$ cat src/hw/dsp_defs.svh
// Timing, widths and bit positions of the deep-sleep power sequencer
`ifndef DSP_DEFS_SVH
`define DSP_DEFS_SVH

`define DSP_HI            1'h1
`define DSP_LO            1'h0

`define DSP_CLK_NS        5
`define DSP_CNT_W         12
`define DSP_CNT_ZERO      12'h000
`define DSP_CNT_ONE       12'h001

// Power-on settle time before the rails are requested
`define DSP_INIT_NS       1000
`define DSP_INIT_CYC      12'((`DSP_INIT_NS + `DSP_CLK_NS - 1) / `DSP_CLK_NS)
// Quiet time a wake or key input must hold before it counts
`define DSP_DEBOUNCE_NS   20000
`define DSP_DEBOUNCE_CYC  \
	12'((`DSP_DEBOUNCE_NS + `DSP_CLK_NS - 1) / `DSP_CLK_NS)
// Partner's standby interval from reserve to grant in automatic mode
`define DSP_AUTO_WAIT_NS  10000
`define DSP_AUTO_WAIT_CYC \
	12'((`DSP_AUTO_WAIT_NS + `DSP_CLK_NS - 1) / `DSP_CLK_NS)

// Wake input vector, all active low
`define DSP_WAKE_W        7
`define DSP_WAKE_IDLE     7'h7f
`define DSP_WAKE_KEY      0
`define DSP_WAKE_DOC      1
`define DSP_WAKE_HOOK     2
`define DSP_WAKE_RING     3
`define DSP_WAKE_LINE_A   4
`define DSP_WAKE_LINE_B   5
`define DSP_WAKE_HOST     6

`endif

$ cat src/hw/dsp_pkg.sv
// Types shared by both ends of the deep-sleep power handshake
package dsp_pkg;

	typedef enum logic [7:0] {
		DSP_D_INIT   = 8'h01,
		DSP_D_WAIT   = 8'h02,
		DSP_D_IDLE   = 8'h04,
		DSP_D_ARESV  = 8'h08,
		DSP_D_MREQ   = 8'h10,
		DSP_D_MRESV  = 8'h20,
		DSP_D_CUT    = 8'h40,
		DSP_D_SLEEP  = 8'h80
	} dsp_dev_state_t;

	typedef enum logic [5:0] {
		DSP_P_BOOT   = 6'h01,
		DSP_P_HELLO  = 6'h02,
		DSP_P_IDLE   = 6'h04,
		DSP_P_ARESV  = 6'h08,
		DSP_P_MREQ   = 6'h10,
		DSP_P_DONE   = 6'h20
	} dsp_ptn_state_t;

	typedef struct packed {
		logic [6:0]  sync1;
		logic [6:0]  sync2;
		logic [6:0]  cand;
		logic [6:0]  stable;
		logic [11:0] cnt;
	} dsp_deb_t;

endpackage

$ cat src/hw/dsp_if.sv
// Handshake lines between the sequencer and its I/O-port partner
`timescale 1ns/1ps

interface dsp_if;
	logic sleep_grant;
	logic sleep_refuse;
	logic sleep_reserve_n;
	logic sleep_request_n;
	logic ring_request_n;
	logic port_enable_n;

	modport dev (
		input  sleep_grant,
		input  sleep_refuse,
		input  sleep_reserve_n,
		output sleep_request_n,
		output ring_request_n,
		output port_enable_n
	);

	modport ptn (
		output sleep_grant,
		output sleep_refuse,
		output sleep_reserve_n,
		input  sleep_request_n,
		input  ring_request_n,
		input  port_enable_n
	);
endinterface

$ cat src/hw/dsp_debounce.sv
// Synchroniser and shared-timer debouncer for the active-low wake inputs
`timescale 1ns/1ps
`include "dsp_defs.svh"

module dsp_debounce (
	input  logic                   ref_clk,
	input  logic                   resetn,
	input  logic [`DSP_WAKE_W-1:0] raw_n,
	output logic [`DSP_WAKE_W-1:0] clean_n
);
	dsp_pkg::dsp_deb_t r;
	dsp_pkg::dsp_deb_t next_r;

	// One timer for all bits: any change restarts it, so a noisy input
	// delays the others slightly, which is harmless for wake sources
	always_comb begin
		next_r = r;
		next_r.sync1 = raw_n;
		next_r.sync2 = r.sync1;
		if (r.sync2 != r.cand) begin
			next_r.cand = r.sync2;
			next_r.cnt = `DSP_CNT_ZERO;
		end else if (r.cand != r.stable) begin
			if (r.cnt == `DSP_DEBOUNCE_CYC - `DSP_CNT_ONE) begin
				next_r.stable = r.cand;
				next_r.cnt = `DSP_CNT_ZERO;
			end else begin
				next_r.cnt = r.cnt + `DSP_CNT_ONE;
			end
		end
	end

	always_ff @(posedge ref_clk) begin
		if (!resetn) begin
			r <= '{`DSP_WAKE_IDLE, `DSP_WAKE_IDLE, `DSP_WAKE_IDLE,
				`DSP_WAKE_IDLE, `DSP_CNT_ZERO};
		end else begin
			r <= next_r;
		end
	end

	assign clean_n = r.stable;
endmodule // dsp_debounce

$ cat src/hw/dsp_sequencer.sv
// Always-on deep-sleep power sequencer: rails, save LED and partner handshake
`timescale 1ns/1ps
`include "dsp_defs.svh"

module dsp_sequencer (
	input  logic  ref_clk,
	input  logic  resetn,
	input  logic  auto_mode,
	input  logic  key_wake_n,
	input  logic  doc_present_n,
	input  logic  hook_detect_n,
	input  logic  ring_detect_n,
	input  logic  line_current_a_n,
	input  logic  line_current_b_n,
	input  logic  host_wake_n,
	dsp_if.dev    link,
	output logic  supply_enable,
	output logic  save_led_n,
	output logic  in_deep_save
);
	typedef struct packed {
		dsp_pkg::dsp_dev_state_t state;
		logic [11:0]             cnt;
		logic [2:0]              sync1;
		logic [2:0]              sync2;
		logic                    key_prev;
		logic                    supply_enable;
		logic                    port_enable_n;
		logic                    save_led_n;
		logic                    sleep_request_n;
		logic                    ring_request_n;
		logic                    in_deep_save;
	} dsp_seq_t;

	dsp_seq_t                r;
	dsp_seq_t                next_r;
	logic [`DSP_WAKE_W-1:0]  wake_raw_n;
	logic [`DSP_WAKE_W-1:0]  wake_n;
	logic                    grant;
	logic                    refuse;
	logic                    reserved;
	logic                    key_press;

	assign wake_raw_n = {host_wake_n, line_current_b_n, line_current_a_n,
		ring_detect_n, hook_detect_n, doc_present_n, key_wake_n};

	dsp_debounce u_debounce (
		.ref_clk (ref_clk),
		.resetn  (resetn),
		.raw_n   (wake_raw_n),
		.clean_n (wake_n)
	);

	// Partner lines cross from another chip, so they are synchronised too
	assign grant     = r.sync2[2];
	assign refuse    = r.sync2[1];
	assign reserved  = ~r.sync2[0];
	assign key_press = r.key_prev & ~wake_n[`DSP_WAKE_KEY];

	// Withdraws the request and returns to normal running
	function automatic dsp_seq_t cancel_save(input dsp_seq_t s);
		dsp_seq_t o;
		o = s;
		o.sleep_request_n = `DSP_HI;
		o.save_led_n = `DSP_HI;
		o.state = dsp_pkg::DSP_D_IDLE;
		return o;
	endfunction

	always_comb begin
		next_r = r;
		next_r.sync1 = {link.sleep_grant, link.sleep_refuse,
			link.sleep_reserve_n};
		next_r.sync2 = r.sync1;
		next_r.key_prev = wake_n[`DSP_WAKE_KEY];
		unique case (r.state)
			dsp_pkg::DSP_D_INIT: begin
				if (r.cnt == `DSP_INIT_CYC - `DSP_CNT_ONE) begin
					next_r.supply_enable = `DSP_HI;
					next_r.cnt = `DSP_CNT_ZERO;
					next_r.state = dsp_pkg::DSP_D_WAIT;
				end else begin
					next_r.cnt = r.cnt + `DSP_CNT_ONE;
				end
			end
			dsp_pkg::DSP_D_WAIT: begin
				// Ring request stays low until the partner is back up
				if (grant && refuse) begin
					next_r.port_enable_n = `DSP_LO;
					next_r.ring_request_n = `DSP_HI;
					next_r.state = dsp_pkg::DSP_D_IDLE;
				end
			end
			dsp_pkg::DSP_D_IDLE: begin
				// In automatic mode both lines must be low again before a new entry counts
				if (auto_mode) begin
					if (reserved && !grant && !refuse) begin
						next_r.save_led_n = `DSP_LO;
						next_r.state = dsp_pkg::DSP_D_ARESV;
					end
				end else if (key_press) begin
					next_r.sleep_request_n = `DSP_LO;
					next_r.state = dsp_pkg::DSP_D_MREQ;
				end
			end
			dsp_pkg::DSP_D_ARESV: begin
				if (grant) begin
					next_r.supply_enable = `DSP_LO;
					next_r.port_enable_n = `DSP_HI;
					next_r.in_deep_save = `DSP_HI;
					next_r.state = dsp_pkg::DSP_D_SLEEP;
				end else if (refuse || !reserved) begin
					next_r = cancel_save(r);
					next_r.sync1 = {link.sleep_grant, link.sleep_refuse,
						link.sleep_reserve_n};
					next_r.sync2 = r.sync1;
					next_r.key_prev = wake_n[`DSP_WAKE_KEY];
				end
			end
			dsp_pkg::DSP_D_MREQ, dsp_pkg::DSP_D_MRESV: begin
				if (grant) begin
					next_r.sleep_request_n = `DSP_HI;
					next_r.state = dsp_pkg::DSP_D_CUT;
				end else if (refuse || key_press) begin
					next_r = cancel_save(r);
					next_r.sync1 = {link.sleep_grant, link.sleep_refuse,
						link.sleep_reserve_n};
					next_r.sync2 = r.sync1;
					next_r.key_prev = wake_n[`DSP_WAKE_KEY];
				end else if (reserved) begin
					next_r.save_led_n = `DSP_LO;
					next_r.state = dsp_pkg::DSP_D_MRESV;
				end
			end
			dsp_pkg::DSP_D_CUT: begin
				// Request was returned high one cycle before the rails drop
				next_r.supply_enable = `DSP_LO;
				next_r.port_enable_n = `DSP_HI;
				next_r.save_led_n = `DSP_LO;
				next_r.in_deep_save = `DSP_HI;
				next_r.state = dsp_pkg::DSP_D_SLEEP;
			end
			dsp_pkg::DSP_D_SLEEP: begin
				if (wake_n != `DSP_WAKE_IDLE) begin
					next_r.supply_enable = `DSP_HI;
					next_r.in_deep_save = `DSP_LO;
					next_r.ring_request_n = wake_n[`DSP_WAKE_RING];
					next_r.save_led_n = auto_mode ? `DSP_LO : `DSP_HI;
					next_r.state = dsp_pkg::DSP_D_WAIT;
				end
			end
			default: begin
				next_r.state = dsp_pkg::DSP_D_INIT;
			end
		endcase
	end

	always_ff @(posedge ref_clk) begin
		if (!resetn) begin
			r <= '{
				state:           dsp_pkg::DSP_D_INIT,
				cnt:             `DSP_CNT_ZERO,
				sync1:           3'h1,
				sync2:           3'h1,
				key_prev:        `DSP_HI,
				supply_enable:   `DSP_LO,
				port_enable_n:   `DSP_HI,
				save_led_n:      `DSP_HI,
				sleep_request_n: `DSP_HI,
				ring_request_n:  `DSP_HI,
				in_deep_save:    `DSP_LO
			};
		end else begin
			r <= next_r;
		end
	end

	assign supply_enable        = r.supply_enable;
	assign save_led_n           = r.save_led_n;
	assign in_deep_save         = r.in_deep_save;
	assign link.port_enable_n   = r.port_enable_n;
	assign link.sleep_request_n = r.sleep_request_n;
	assign link.ring_request_n  = r.ring_request_n;
endmodule // dsp_sequencer

$ cat src/flat_wrapper.sv
// flat-port wrapper written by rule: the top's interface ports become plain ports
module dsp_sequencer_flat 
  (ref_clk, resetn, auto_mode, key_wake_n, doc_present_n, hook_detect_n, ring_detect_n, line_current_a_n, line_current_b_n, host_wake_n, supply_enable, save_led_n, in_deep_save, link_sleep_grant, link_sleep_refuse, link_sleep_reserve_n, link_sleep_request_n, link_ring_request_n, link_port_enable_n);
  dsp_if link_i ();
  input  logic ref_clk;
  input  logic resetn;
  input  logic auto_mode;
  input  logic key_wake_n;
  input  logic doc_present_n;
  input  logic hook_detect_n;
  input  logic ring_detect_n;
  input  logic line_current_a_n;
  input  logic line_current_b_n;
  input  logic host_wake_n;
  output logic supply_enable;
  output logic save_led_n;
  output logic in_deep_save;
  input wire logic [$bits(link_i.sleep_grant)-1:0] link_sleep_grant;
  input wire logic [$bits(link_i.sleep_refuse)-1:0] link_sleep_refuse;
  input wire logic [$bits(link_i.sleep_reserve_n)-1:0] link_sleep_reserve_n;
  output wire logic [$bits(link_i.sleep_request_n)-1:0] link_sleep_request_n;
  output wire logic [$bits(link_i.ring_request_n)-1:0] link_ring_request_n;
  output wire logic [$bits(link_i.port_enable_n)-1:0] link_port_enable_n;
  assign link_i.sleep_grant = link_sleep_grant;
  assign link_i.sleep_refuse = link_sleep_refuse;
  assign link_i.sleep_reserve_n = link_sleep_reserve_n;
  assign link_sleep_request_n = link_i.sleep_request_n;
  assign link_ring_request_n = link_i.ring_request_n;
  assign link_port_enable_n = link_i.port_enable_n;
  dsp_sequencer u_core (.ref_clk(ref_clk), .resetn(resetn), .auto_mode(auto_mode), .key_wake_n(key_wake_n), .doc_present_n(doc_present_n), .hook_detect_n(hook_detect_n), .ring_detect_n(ring_detect_n), .line_current_a_n(line_current_a_n), .line_current_b_n(line_current_b_n), .host_wake_n(host_wake_n), .link(link_i), .supply_enable(supply_enable), .save_led_n(save_led_n), .in_deep_save(in_deep_save));
endmodule
$ cat config.mk
export PLATFORM = sky130hd
export DESIGN_NAME = dsp_sequencer_flat
export DESIGN_NICKNAME = d
export VERILOG_FILES = /design/src/hw/dsp_pkg.sv /design/src/hw/dsp_if.sv /design/src/hw/dsp_debounce.sv /design/src/hw/dsp_sequencer.sv /design/src/flat_wrapper.sv
export VERILOG_INCLUDE_DIRS = /design/src /design/src/hw
export SDC_FILE = /design/constraint.sdc
export NUM_CORES = 1
export LEC_CHECK = 0
export BUFFER_PORTS_ARGS = -buffer_cell sky130_fd_sc_hd__buf_2
export CAP_MARGIN = 15
export CORE_MARGIN = 2
export CORE_UTILIZATION = 50
export DETAILED_ROUTE_END_ITERATION = 10
export HOLD_SLACK_MARGIN = 0.06
export PLACE_DENSITY = 0.79
export SLEW_MARGIN = 10
export SYNTH_ARGS = -nofsm -noshare
export SYNTH_HDL_FRONTEND = slang
export SYNTH_SLANG_ARGS = --single-unit
$ cat constraint.sdc
create_clock -name ref_clk -period 5.2 [get_ports ref_clk]
set_clock_uncertainty 0.2 [all_clocks]
set_input_delay 0.52 -clock ref_clk [delete_from_list [all_inputs] [get_ports ref_clk]]
set_output_delay 0.52 -clock ref_clk [all_outputs]
set_load 0.1 [all_outputs]
Yosys cells after proc, flatten, opt, wreduce, memory -nomap -nowiden
Cells that the tools add are included.
- register bits after elaboration: 73
- bits of input ports: 13
- output and inout bits: 6
- logic and storage cells: 122
- $add $sub $neg: 2
- equality and inequality tests: 30
- mux-type cells: 43
- bitwise logic cells: 7
- reductions and logical operators: 24
- operator list (cell ; number):
    two-way mux 8 bit ; 10
    one-hot mux 8 bit (7 select lines) ; 1
    one-hot mux 12 bit (3 select lines) ; 1
    two-way mux 33 bit ; 1
    adder 12 x 1 -> 12 bit, second input constant ; 2
    two-way mux 12 bit ; 2
    two-way mux 19 bit ; 1
    two-way mux 1 bit ; 15
    inequality test 2 x 1 -> 1 bit, second input constant ; 7
    inequality test 7 bit ; 2
    one-hot mux 7 bit (2 select lines) ; 1
    equality test 12 bit, second input constant ; 1
    equality test 12 x 8 -> 1 bit, second input constant ; 1
    one-hot mux 1 bit (4 select lines) ; 3
    one-hot mux 1 bit (5 select lines) ; 2
    AND reduction 5 bit ; 2
    nonzero test 3 bit ; 3
    equality test 8 x 1 -> 1 bit, second input constant ; 1
    equality test 8 x 2 -> 1 bit, second input constant ; 1
    equality test 8 x 3 -> 1 bit, second input constant ; 1
    equality test 8 x 4 -> 1 bit, second input constant ; 1
    equality test 8 x 5 -> 1 bit, second input constant ; 1
    equality test 8 x 6 -> 1 bit, second input constant ; 1
    equality test 8 x 7 -> 1 bit, second input constant ; 1
    other kinds (24) ; 44

Logic depth before layout (Yosys ltp)
Gate-level depths: netlist of run 1.
- depth in word-level cells: 6
- depth in mapped cells: 8
- mapped depth without buffers: 6

By module
Synthesis of run 1 repeated with hierarchy kept, for this count alone.
- cell total of the unflattened synthesis: 374
- area, all modules: 3414.5 um2
- modules (own cells, without submodules) (module ; instances ; cells an instance ; area an instance (um2) ; seq. area each (um2)):
    dsp_debounce ; 1 ; 178 ; 1716.6 ; 800.8
    dsp_sequencer ; 1 ; 196 ; 1697.9 ; 660.6

Worst setup path before layout of run 1
Ideal clock, no wire load.
- path kind: register to register
- from: reg u_core.r[29] (netlist bit)
- to: reg u_core.r[28] (netlist bit)
- setup time: 0.117 ns
- data arrival time: 2.002 ns
- data required time: 4.883 ns
- setup slack: 2.881 ns
- stages on the path, launching flop included: 7
- path buffers: 1
- period minus slack after synthesis: 2.319 ns
- cells stage by stage: dfxtp_1 > or4_4 > or4_1 > o2111a_1 > and3_4 > buf_6 > a32o_1
- word-level cells in the longest chain between the ends: 4
- elaborated cells between the ends (all ways): 18
- those cells by class: eq/ne (15); mux (1); reduce/logical (2)
- ends and longest elaborated chain (item ; line ; RTL):
    start: declaration ; dsp_sequencer.sv:35 ; dsp_seq_t r;
    start signal: assignment ; dsp_sequencer.sv:160 ; r <= '{
    start signal: assignment ; dsp_sequencer.sv:174 ; r <= next_r;
    equality test 8 x 5 -> 1 bit or equality test 8 x 6 -> 1 bit (tied branches) ; dsp_sequencer.sv:76 ; unique case (r.state)
    OR reduction 2 bit ; dsp_sequencer.sv:76 ;
    inequality test 4 x 3 -> 1 bit (no source line) ; - ;
    AND reduction 7 bit (no source line) ; - ;
Several ways; a longest one is shown, not always the timed one.
A chain may end at the register's enable or synchronous reset.

Worst setup path after layout of run 1
- from: reg u_core.u_debounce.r, in the netlist u_core.u_debounce.clean_n[0]
- to: reg u_core.u_debounce.r, in the netlist u_core.u_debounce.clean_n[0]
- word-level cells in the longest chain between the ends: 2
- ends and longest elaborated chain (item ; line ; RTL):
    start: declaration ; dsp_debounce.sv:11 ; dsp_pkg::dsp_deb_t r;
    start signal: assignment ; dsp_debounce.sv:35 ; r <= '{`DSP_WAKE_IDLE, `DSP_WAKE_IDLE, `DSP_WAKE_IDLE,
    start signal: assignment ; dsp_debounce.sv:38 ; r <= next_r;
    inequality test 7 bit ; dsp_debounce.sv:23 ; end else if (r.cand != r.stable) begin
    AND reduction 3 bit (no source line) ; - ;
Every way passes these cells.

==> run_results.csv, run 1 <==
group,metric,value,unit
grt,met2_usage,30.9,%
clocking,root_buffer,"clkbuf_8",
power_and_ir_drop,p_int,0.000877,W
timing,fin_tns_setup,0,ps
placement,io_buffers,18,
critical_path,crit_required,5230,ps
grt,use_met1,24.0,%
route,drt_first_pass_iters,4,
critical_path,cp_max_fo,11,
route,drc,0,
synthesis,ys_warn_count,0,
final_layout,area_growth,10.4,%
floorplan,die_area,7160,um2
critical_path,rrSetupSlack,2590,ps
clocking,cts.sinks,73,
clocking,cts-resized-gates,0,
route,ant_nets,0,
power_and_ir_drop,powerDensity,347,nW/um2
grt,grt_pass1_vias,2478,
clocking,cts-hold-fix-buffers,0,
timing,setup_viol,0,
final_layout,fin_nets,389,
power_and_ir_drop,p_leak,1.29,nW
grt,gr-usage-met3,3.05,%
placement,gp_congestion,0.887,
floorplan,start_util,51.5,%
power_and_ir_drop,seq_power_share,49.3,%
synthesis,synthArstFlopShare,0,%
outcome,status,"complete, no violations",
timing,relSlewSlack,32.7,%
route,vias,2567,
grt,antenna_found_initial,0,
critical_path,end_kind,"register",
timing,slew_viol_final,0,
floorplan,row_count,29,
route,wl_per_cell,13.8,um
synthesis,synth_nets,374,
critical_path,path_class,"reg -> reg",
synthesis,synthTopCellsByCount,"dfxtp_1 (73), nor2_1 (49), nand2b_1 (27)",
route,vias_per_cell,5.63,
synthesis,synth_seq_area_share,45.0,%
synthesis,synth_top_area_share,45.0,%
run,drv_cap,0,
floorplan,die_h,84.6,um
route,drt-total-wl,6300,um
power_and_ir_drop,p_switching,0.000367,W
clocking,numCtsBuffers,9,
clocking,cts_tree,"built",
min_path,hp-class,"in -> reg",
critical_path,critPathArrivalTime,2650,ps
synthesis,ys_ff_latch,73,
timing,rsz0062_at_grt,"no",
grt,top_usage_layer,"met2",
timing,worst_pin_slew,1000,ps
timing,fin_ws,2590,ps
synthesis,synth_cell_type_count,48,
grt,track_usage,18.8,%
synthesis,yosys.cell_count.top_type,"dfxtp_1",
floorplan,die_w,84.6,um
power_and_ir_drop,ir_drop,0.221,mV
timing,fin_crit_sh,50.2,%
placement,preCtsSetupSlack,2310,ps
floorplan,core-area,6310,um2
clocking,cts_setup_buffers,0,
synthesis,synth_ff_type,"dfxtp_1",
grt,grt_first_pass_wirelength,10900,um
timing,fmax,383,MHz
clocking,clock_path_buffers,2,
final_layout,antenna_cells,0,
route,drtIter0Drc,124,
floorplan,io_pins,19,
clocking,clk_pin_slew,90,ps
power_and_ir_drop,pwr-share-clk,37.3,%
grt,grt_start_max_net_pins,42,
synthesis,yosys.area.top_type,"dfxtp_1",
synthesis,netlist_instances,359,
timing,finalCriticalPeriod,2610,ps
final_layout,drive_gt1_share,11.3,%
timing,hold_viol,0,
power_and_ir_drop,combinationalPowerShare,13.4,%
clocking,clkLatencyLatePin,350,ps
clocking,cts-htree-levels,3,
synthesis,synth-edff-count,0,
synthesis,syn_avg_cell_area,9.05,um2
power_and_ir_drop,p_sw_share,29.5,%
synthesis,netlist_area,3250,um2
placement,place_hpwl,4430,um
critical_path,cp-start-kind,"register",
synthesis,synthTopCellsByArea,"dfxtp_1 (45%), nor2_1 (5.7%), nand2b_1 (5.2%)",
grt,grt-ovfl-total,0,
[final timing paths]
path	cells after the start	to	from
max	5	u_core.u_debounce.clean_n[0]	u_core.u_debounce.clean_n[0]
min	2	u_core.u_debounce.next_r[32]	host_wake_n
max reg2reg	5	u_core.u_debounce.clean_n[0]	u_core.u_debounce.clean_n[0]
min reg2reg	1	u_core.u_debounce.r[30]	u_core.u_debounce.next_r[30]
[registers in the layout, summed over array words and instances, names as in the netlist]
name and flops:
u_core.supply_enable 1, u_core.link.ring_request_n 1, u_core.link.port_enable_n 1, u_core.u_debounce.r 26, u_core.save_led_n 1, u_core.u_debounce.next_r 7, u_core.link.sleep_request_n 1, u_core.u_debounce.clean_n 7
u_core.grant 1, u_core.in_deep_save 1, u_core.r 26
[per-layer routing]
| layer | share of wire (%) | vias to the layer above |
|---|---|---|
| li1 | - | 1293 |
| met1 | 46 | 1197 |
| met2 | 48 | 67 |
| met3 | 4.1 | 10 |
| met4 | 1.6 | 0 |
| met5 | 0 | - |
[critical path, stage by stage, from the launching register on]
cell	delay (ps)
dfxtp_1	410
xnor2_1	120
nand4_1	360
o2111ai_1	220
nor4_2	790
mux2_2	420
[kinds of logic after synthesis]
group / count (synthesis) / synth area share, %
buffers and inverters: 20 / 2.62
flip-flops: 73 / 45.0
AO/OA/AOI/OAI: 44 / 9.70
XOR/XNOR: 35 / 9.43
adder cells (fa/ha/maj): 2 / 0.770
multiplexers: 12 / 3.74
AND/OR/NAND/NOR: 173 / 28.8
[placed cells by master, fill, tap and decap left out, types with 6 or more instances in the layout]
cell and instances:
and2_1 8, buf_2 18, clkbuf_8 9, dfxtp_1 73, mux2i_1 11, nand2_1 17
nand2b_1 27, nand3_1 15, nand4_1 10, nor2_1 49, nor2b_1 8, nor3_1 10
o211ai_1 6, o21ai_0 10, xnor2_1 19, xor2_1 16
[power by group through the flow]
stage	logic, W	clock network, W	registers (W)
after floorplan	0.000143	0	0.000624
after global placement	0.000161	0	0.000625
after detailed placement	0.000164	0	0.000626
after CTS	0.000164	0.000470	0.000613
after global routing	0.000186	0.000492	0.000619
final	0.000166	0.000465	0.000614
[stage by stage]
stage	cells	hold slack [ps]	area (um2)	total power, W	utilization, %
after CTS	456	144	3590	0.00125	56.8
after global routing	456	146	3590	0.00130	56.8
after global placement	440	189	3380	0.000786	53.5
after floorplan	359	186	3250	0.000767	-
after detailed placement	440	194	3380	0.000790	53.5
final	456	153	3590	0.00124	56.8
[final cells by class]
type	count	area (um2)
well taps	77	96.3
inverters	5	18.8
clock inverters	7	85.1
multi-input cells	266	1700
fillers	558	2730
clock buffers	9	124
repair buffers	19	97.6
flip-flops and latches	73	1460
Power figures use the tool's default switching activity.
==> run 2: changes to the inputs <==
- PLACE_DENSITY: 0.79 -> 0.81
- clock period: 5.2 -> 2.3 ns (I/O delays scaled with it)
==> run_results.csv, run 2 (synthesis gave the netlist of run 1 again) <==
group,metric,value,unit
timing,fmax,447,MHz
route,vias,2693,
timing,fin_crit_sh,97.2,%
clocking,clkLatencyLatePin,350,ps
timing,relSlewSlack,65.4,%
route,ant_nets,0,
route,drc,0,
final_layout,antenna_cells,0,
critical_path,crit_required,2350,ps
floorplan,start_util,51.5,%
power_and_ir_drop,pwr-share-clk,36.8,%
floorplan,core-area,6310,um2
critical_path,path_class,"reg -> reg",
clocking,cts_setup_buffers,0,
placement,io_buffers,18,
clocking,cts-htree-levels,3,
critical_path,rr_startpoint,"u_core.r[25]",
critical_path,cp_max_fo,9,
critical_path,startpoint,"u_core.r[25]",
critical_path,critPathArrivalTime,2280,ps
grt,grt_pass1_vias,2460,
floorplan,row_count,29,
route,drtIter0Drc,155,
placement,gp_congestion,0.930,
critical_path,cp-start-kind,"register",
final_layout,final_util,60.5,%
power_and_ir_drop,ir_drop,0.578,mV
final_layout,fin_nets,415,
min_path,hp-class,"in -> reg",
critical_path,end_kind,"register",
clocking,clk_pin_slew,80,ps
power_and_ir_drop,combinationalPowerShare,15.1,%
final_layout,drive_gt1_share,15.1,%
clocking,cts_tree,"built",
power_and_ir_drop,seq_power_share,48.1,%
power_and_ir_drop,powerDensity,754,nW/um2
power_and_ir_drop,p_leak,1.42,nW
timing,rsz0062_at_grt,"no",
power_and_ir_drop,p_sw_share,26.9,%
min_path,min_from,"resetn",
outcome,status,"complete, no violations",
critical_path,endpoint,"u_core.r[28]",
final_layout,largest_registers,"u_core.r: 26 flops, u_core.u_debounce.r: 26 flops",
clocking,clock_path_buffers,2,
grt,antenna_found_initial,0,
timing,hold_viol,0,
floorplan,die_area,7160,um2
route,drt_first_pass_iters,4,
grt,grt-ovfl-total,0,
run,drv_cap,0,
power_and_ir_drop,power,0.00288,W
floorplan,die_h,84.6,um
final_layout,layout_commonest_cell,"dfxtp_1",
timing,setup_viol,0,
grt,grt_start_max_net_pins,41,
route,wl_per_cell,13.8,um
timing,worst_pin_slew,517,ps
clocking,numCtsBuffers,9,
floorplan,die_w,84.6,um
power_and_ir_drop,p_switching,0.000775,W
grt,track_usage,19.4,%
final_layout,layout_common_cells,"dfxtp_1 (70), nor2_1 (49), nand2b_1 (27)",
grt,grt_first_pass_wirelength,11100,um
clocking,cts.sinks,73,
critical_path,r2r_cells,5,
final_layout,area_growth,17.5,%
timing,finalCriticalPeriod,2240,ps
clocking,root_buffer,"clkbuf_8",
route,drt-total-wl,6630,um
floorplan,io_pins,19,
placement,place_hpwl,4540,um
route,vias_per_cell,5.60,
power_and_ir_drop,p_int,0.00210,W
critical_path,rrSetupSlack,60,ps
critical_path,reg2reg_to,"u_core.r[28]",
timing,slew_viol_final,0,
==> run 2: changes by cell type in the layout (fill, tap and decap cells not counted), sizes merged <==
| cell | before | now |
|---|---|---|
| bufinv | 1 | 2 |
| clkinv | 0 | 4 |
| dlygate4sd3 | 0 | 11 |
| clkinvlp | 2 | 0 |
| buf | 19 | 34 |
| inv | 9 | 5 |
==> run 2: cell type report <==
type	instances	area, um2
fill	531	2500
multi-input combinational	266	1710
sequential	73	1470
timing repair buffer	45	320
clock buffer	9	124
tap	77	96.3
clock inverter	6	83.8
inverter	5	18.8
==> run 2: critical path, cell delays in order (launching register included) <==
cell      delay [ps]
dfxtp_1          390
or4b_1           560
or4_1            410
o2111a_1         160
and3_4           210
a32o_1           200
==> run 2: stage by stage <==
stage | hold WS, ps | TNS (ps) | setup WS [ps] | cell area, um2 | instances
detailed placement | 193 | 0 | 45.2 | 3490 | 455
floorplan | 121 | -4.74 | -4.74 | 3250 | 359
finish | 104 | 0 | 64.7 | 3820 | 481
global placement | 188 | 0 | 80.1 | 3490 | 455
CTS | 82.0 | 0 | 46.7 | 3810 | 481
global route | 98.5 | 0 | 7.04 | 3820 | 481
==> run 2: what timing repair did <==
item	4_1_cts	5_1_grt
gates resized for setup	0	3
endpoints found under the hold margin	11	0
endpoints found under the setup margin	0	2
hold buffers	11	0
==> run 2: how the worst min path moves through the flow <==
stage	end	cells past startpoint
final	u_core.u_debounce.r[4]	4
after global placement	u_core.u_debounce.r[29]	1
after detailed placement	u_core.u_debounce.r[32]	1
after floorplan	u_core.r[6]	1
after global routing	u_core.u_debounce.r[4]	4
after CTS	u_core.u_debounce.r[4]	4
==> run 2: power groups by stage <==
stage               Sequential (W)  Clock (W)  Combinational (W)
floorplan                  0.00141          0           0.000324
global placement           0.00141          0           0.000407
detailed placement         0.00141          0           0.000410
CTS                        0.00138    0.00108           0.000428
global route               0.00139    0.00115           0.000473
finish                     0.00138    0.00106           0.000435
==> run 2: per-layer routing <==
metal,track usage [%],up-vias,routed length (um)
met2,31.0,79,3160
met1,24.0,1252,2990
met5,0,-,0
met3,5.70,19,303
met4,9.67,0,178
li1,-,1343,-
==> run 3: changes to the inputs <==
- CORE_MARGIN: 2 -> unset
- CORE_UTILIZATION: 50 -> 44
- PLACE_DENSITY: 0.81 -> 0.74
==> run_results.csv, run 3 (synthesis gave the netlist of run 1 again) <==
group,metric,value,unit
clocking,root_buffer,"clkbuf_8",
route,drc,0,
timing,rsz0062_at_grt,"yes",
clocking,clock_path_buffers,2,
timing,hold_viol,0,
timing,worst_pin_slew,539,ps
final_layout,largest_registers,"u_core.r: 26 flops, u_core.u_debounce.r: 26 flops",
critical_path,slowest_delay,540,ps
final_layout,fin_nets,416,
floorplan,io_pins,19,
power_and_ir_drop,powerDensity,749,nW/um2
timing,finalCriticalPeriod,2280,ps
power_and_ir_drop,p_leak,1.43,nW
critical_path,cp_max_fo,5,
placement,place_hpwl,4680,um
route,vias_per_cell,5.25,
placement,placed_cell_area,3510,um2
grt,grt_start_max_net_pins,41,
route,drt-total-wl,6910,um
grt,grt-ovfl-total,0,
final_layout,antenna_cells,0,
final_layout,design_area,3860,um2
clocking,numCtsBuffers,9,
floorplan,core-area,6940,um2
critical_path,critPathArrivalTime,2320,ps
critical_path,cp-start-kind,"register",
critical_path,slowest_stage,"or4_4",
clocking,cts_tree,"built",
critical_path,end_kind,"register",
critical_path,crit_required,2340,ps
placement,io_buffers,18,
power_and_ir_drop,ir_drop,0.423,mV
final_layout,fillers,638,
route,wl_per_cell,13.8,um
min_path,hp-class,"reg -> reg",
power_and_ir_drop,power,0.00289,W
run,drv_cap,0,
timing,slew_viol_final,0,
final_layout,area_growth,18.9,%
floorplan,die_w,87.9,um
grt,grt_pass1_vias,2627,
floorplan,die_area,7730,um2
clocking,cts.sinks,73,
grt,track_usage,20.0,%
route,vias,2635,
placement,gp_congestion,0.883,
final_layout,layout_common_cells,"dfxtp_1 (69), nor2_1 (49), nand2b_1 (27)",
route,ant_nets,0,
timing,relSlewSlack,64.0,%
route,drtIter0Drc,155,
floorplan,die_h,87.9,um
clocking,clk_pin_slew,90,ps
clocking,cts-htree-levels,3,
grt,antenna_found_initial,0,
final_layout,instances_no_fill,502,
timing,setup_viol,0,
placement,placed_cells,473,
clocking,clkLatencyLatePin,350,ps
timing,fin_crit_sh,99.0,%
floorplan,row_count,30,
outcome,status,"complete, no violations",
timing,fmax,439,MHz
final_layout,layout_commonest_cell,"dfxtp_1",
route,drt_first_pass_iters,4,
floorplan,start_util,46.8,%
final_layout,drive_gt1_share,15.5,%
critical_path,cp_cell_sequence,"or4_4, or4_1, o2111a_1, and3_4, a32o_1",
grt,grt_first_pass_wirelength,11900,um
critical_path,path_class,"reg -> reg",
## run 3: worst max-delay path, delay by kind of cell (launching register included)
| family | cells | cell delay (ps) |
|---|---|---|
| simple gates | 3 | 1250 |
| compound gates | 2 | 370 |
| flops | 1 | 350 |
## run 3: cell type report
type                       count  area (um2)  share of cell area (%)
sequential                    73        1470                    38.0
multi-input combinational    266        1710                    44.3
timing repair buffer          46         333                    8.62
inverter                       5        18.8                   0.486
clock inverter                 6        75.1                    1.94
clock buffer                  10         138                    3.56
tap                           96         120                    3.11
## run 3: where the power goes
group	switching, W	leakage, nW	internal [W]
clock	0.000519	0.105	0.000546
sequential	0.0000698	0.597	0.00132
combinational	0.000251	0.725	0.000186
## run 3: repair_timing
action / 4_1_cts / 5_1_grt
setup buffers: 0 / 2
gates resized for setup: 1 / 4
endpoints found under the hold margin: 12 / 0
hold buffers: 12 / 0
endpoints found under the setup margin: 1 / 2
pin swaps: 1 / 0
## run 3: metrics by stage
step	worst slack (ps)	util, %	TNS, ps	hold slack, ps
finish	22.6	55.6	0	212
detailed placement	8.84	50.5	0	193
CTS	29.5	55.3	0	214
global route	-60.4	55.6	-91.3	228
global placement	33.6	50.5	0	188
floorplan	-4.74	-	-4.74	121
## run 3: path summary, 6_finish.rpt
kind	startpoint	end	slack [ps]	cells past startpoint
min	u_core.u_debounce.next_r[29]	u_core.u_debounce.r[29]	210	1
min reg2reg	u_core.u_debounce.next_r[29]	u_core.u_debounce.r[29]	210	1
max	u_core.r[29]	u_core.r[28]	20	5
max reg2reg	u_core.r[29]	u_core.r[28]	20	5
## run 3: routing by layer
| metal | track usage, % | vias up | wire (um) |
|---|---|---|---|
| li1 | - | 1342 | - |
| met5 | 0 | - | 0 |
| met2 | 32.6 | 74 | 3260 |
| met3 | 4.90 | 7 | 314 |
| met1 | 25.6 | 1212 | 3250 |
| met4 | 7.45 | 0 | 84 |
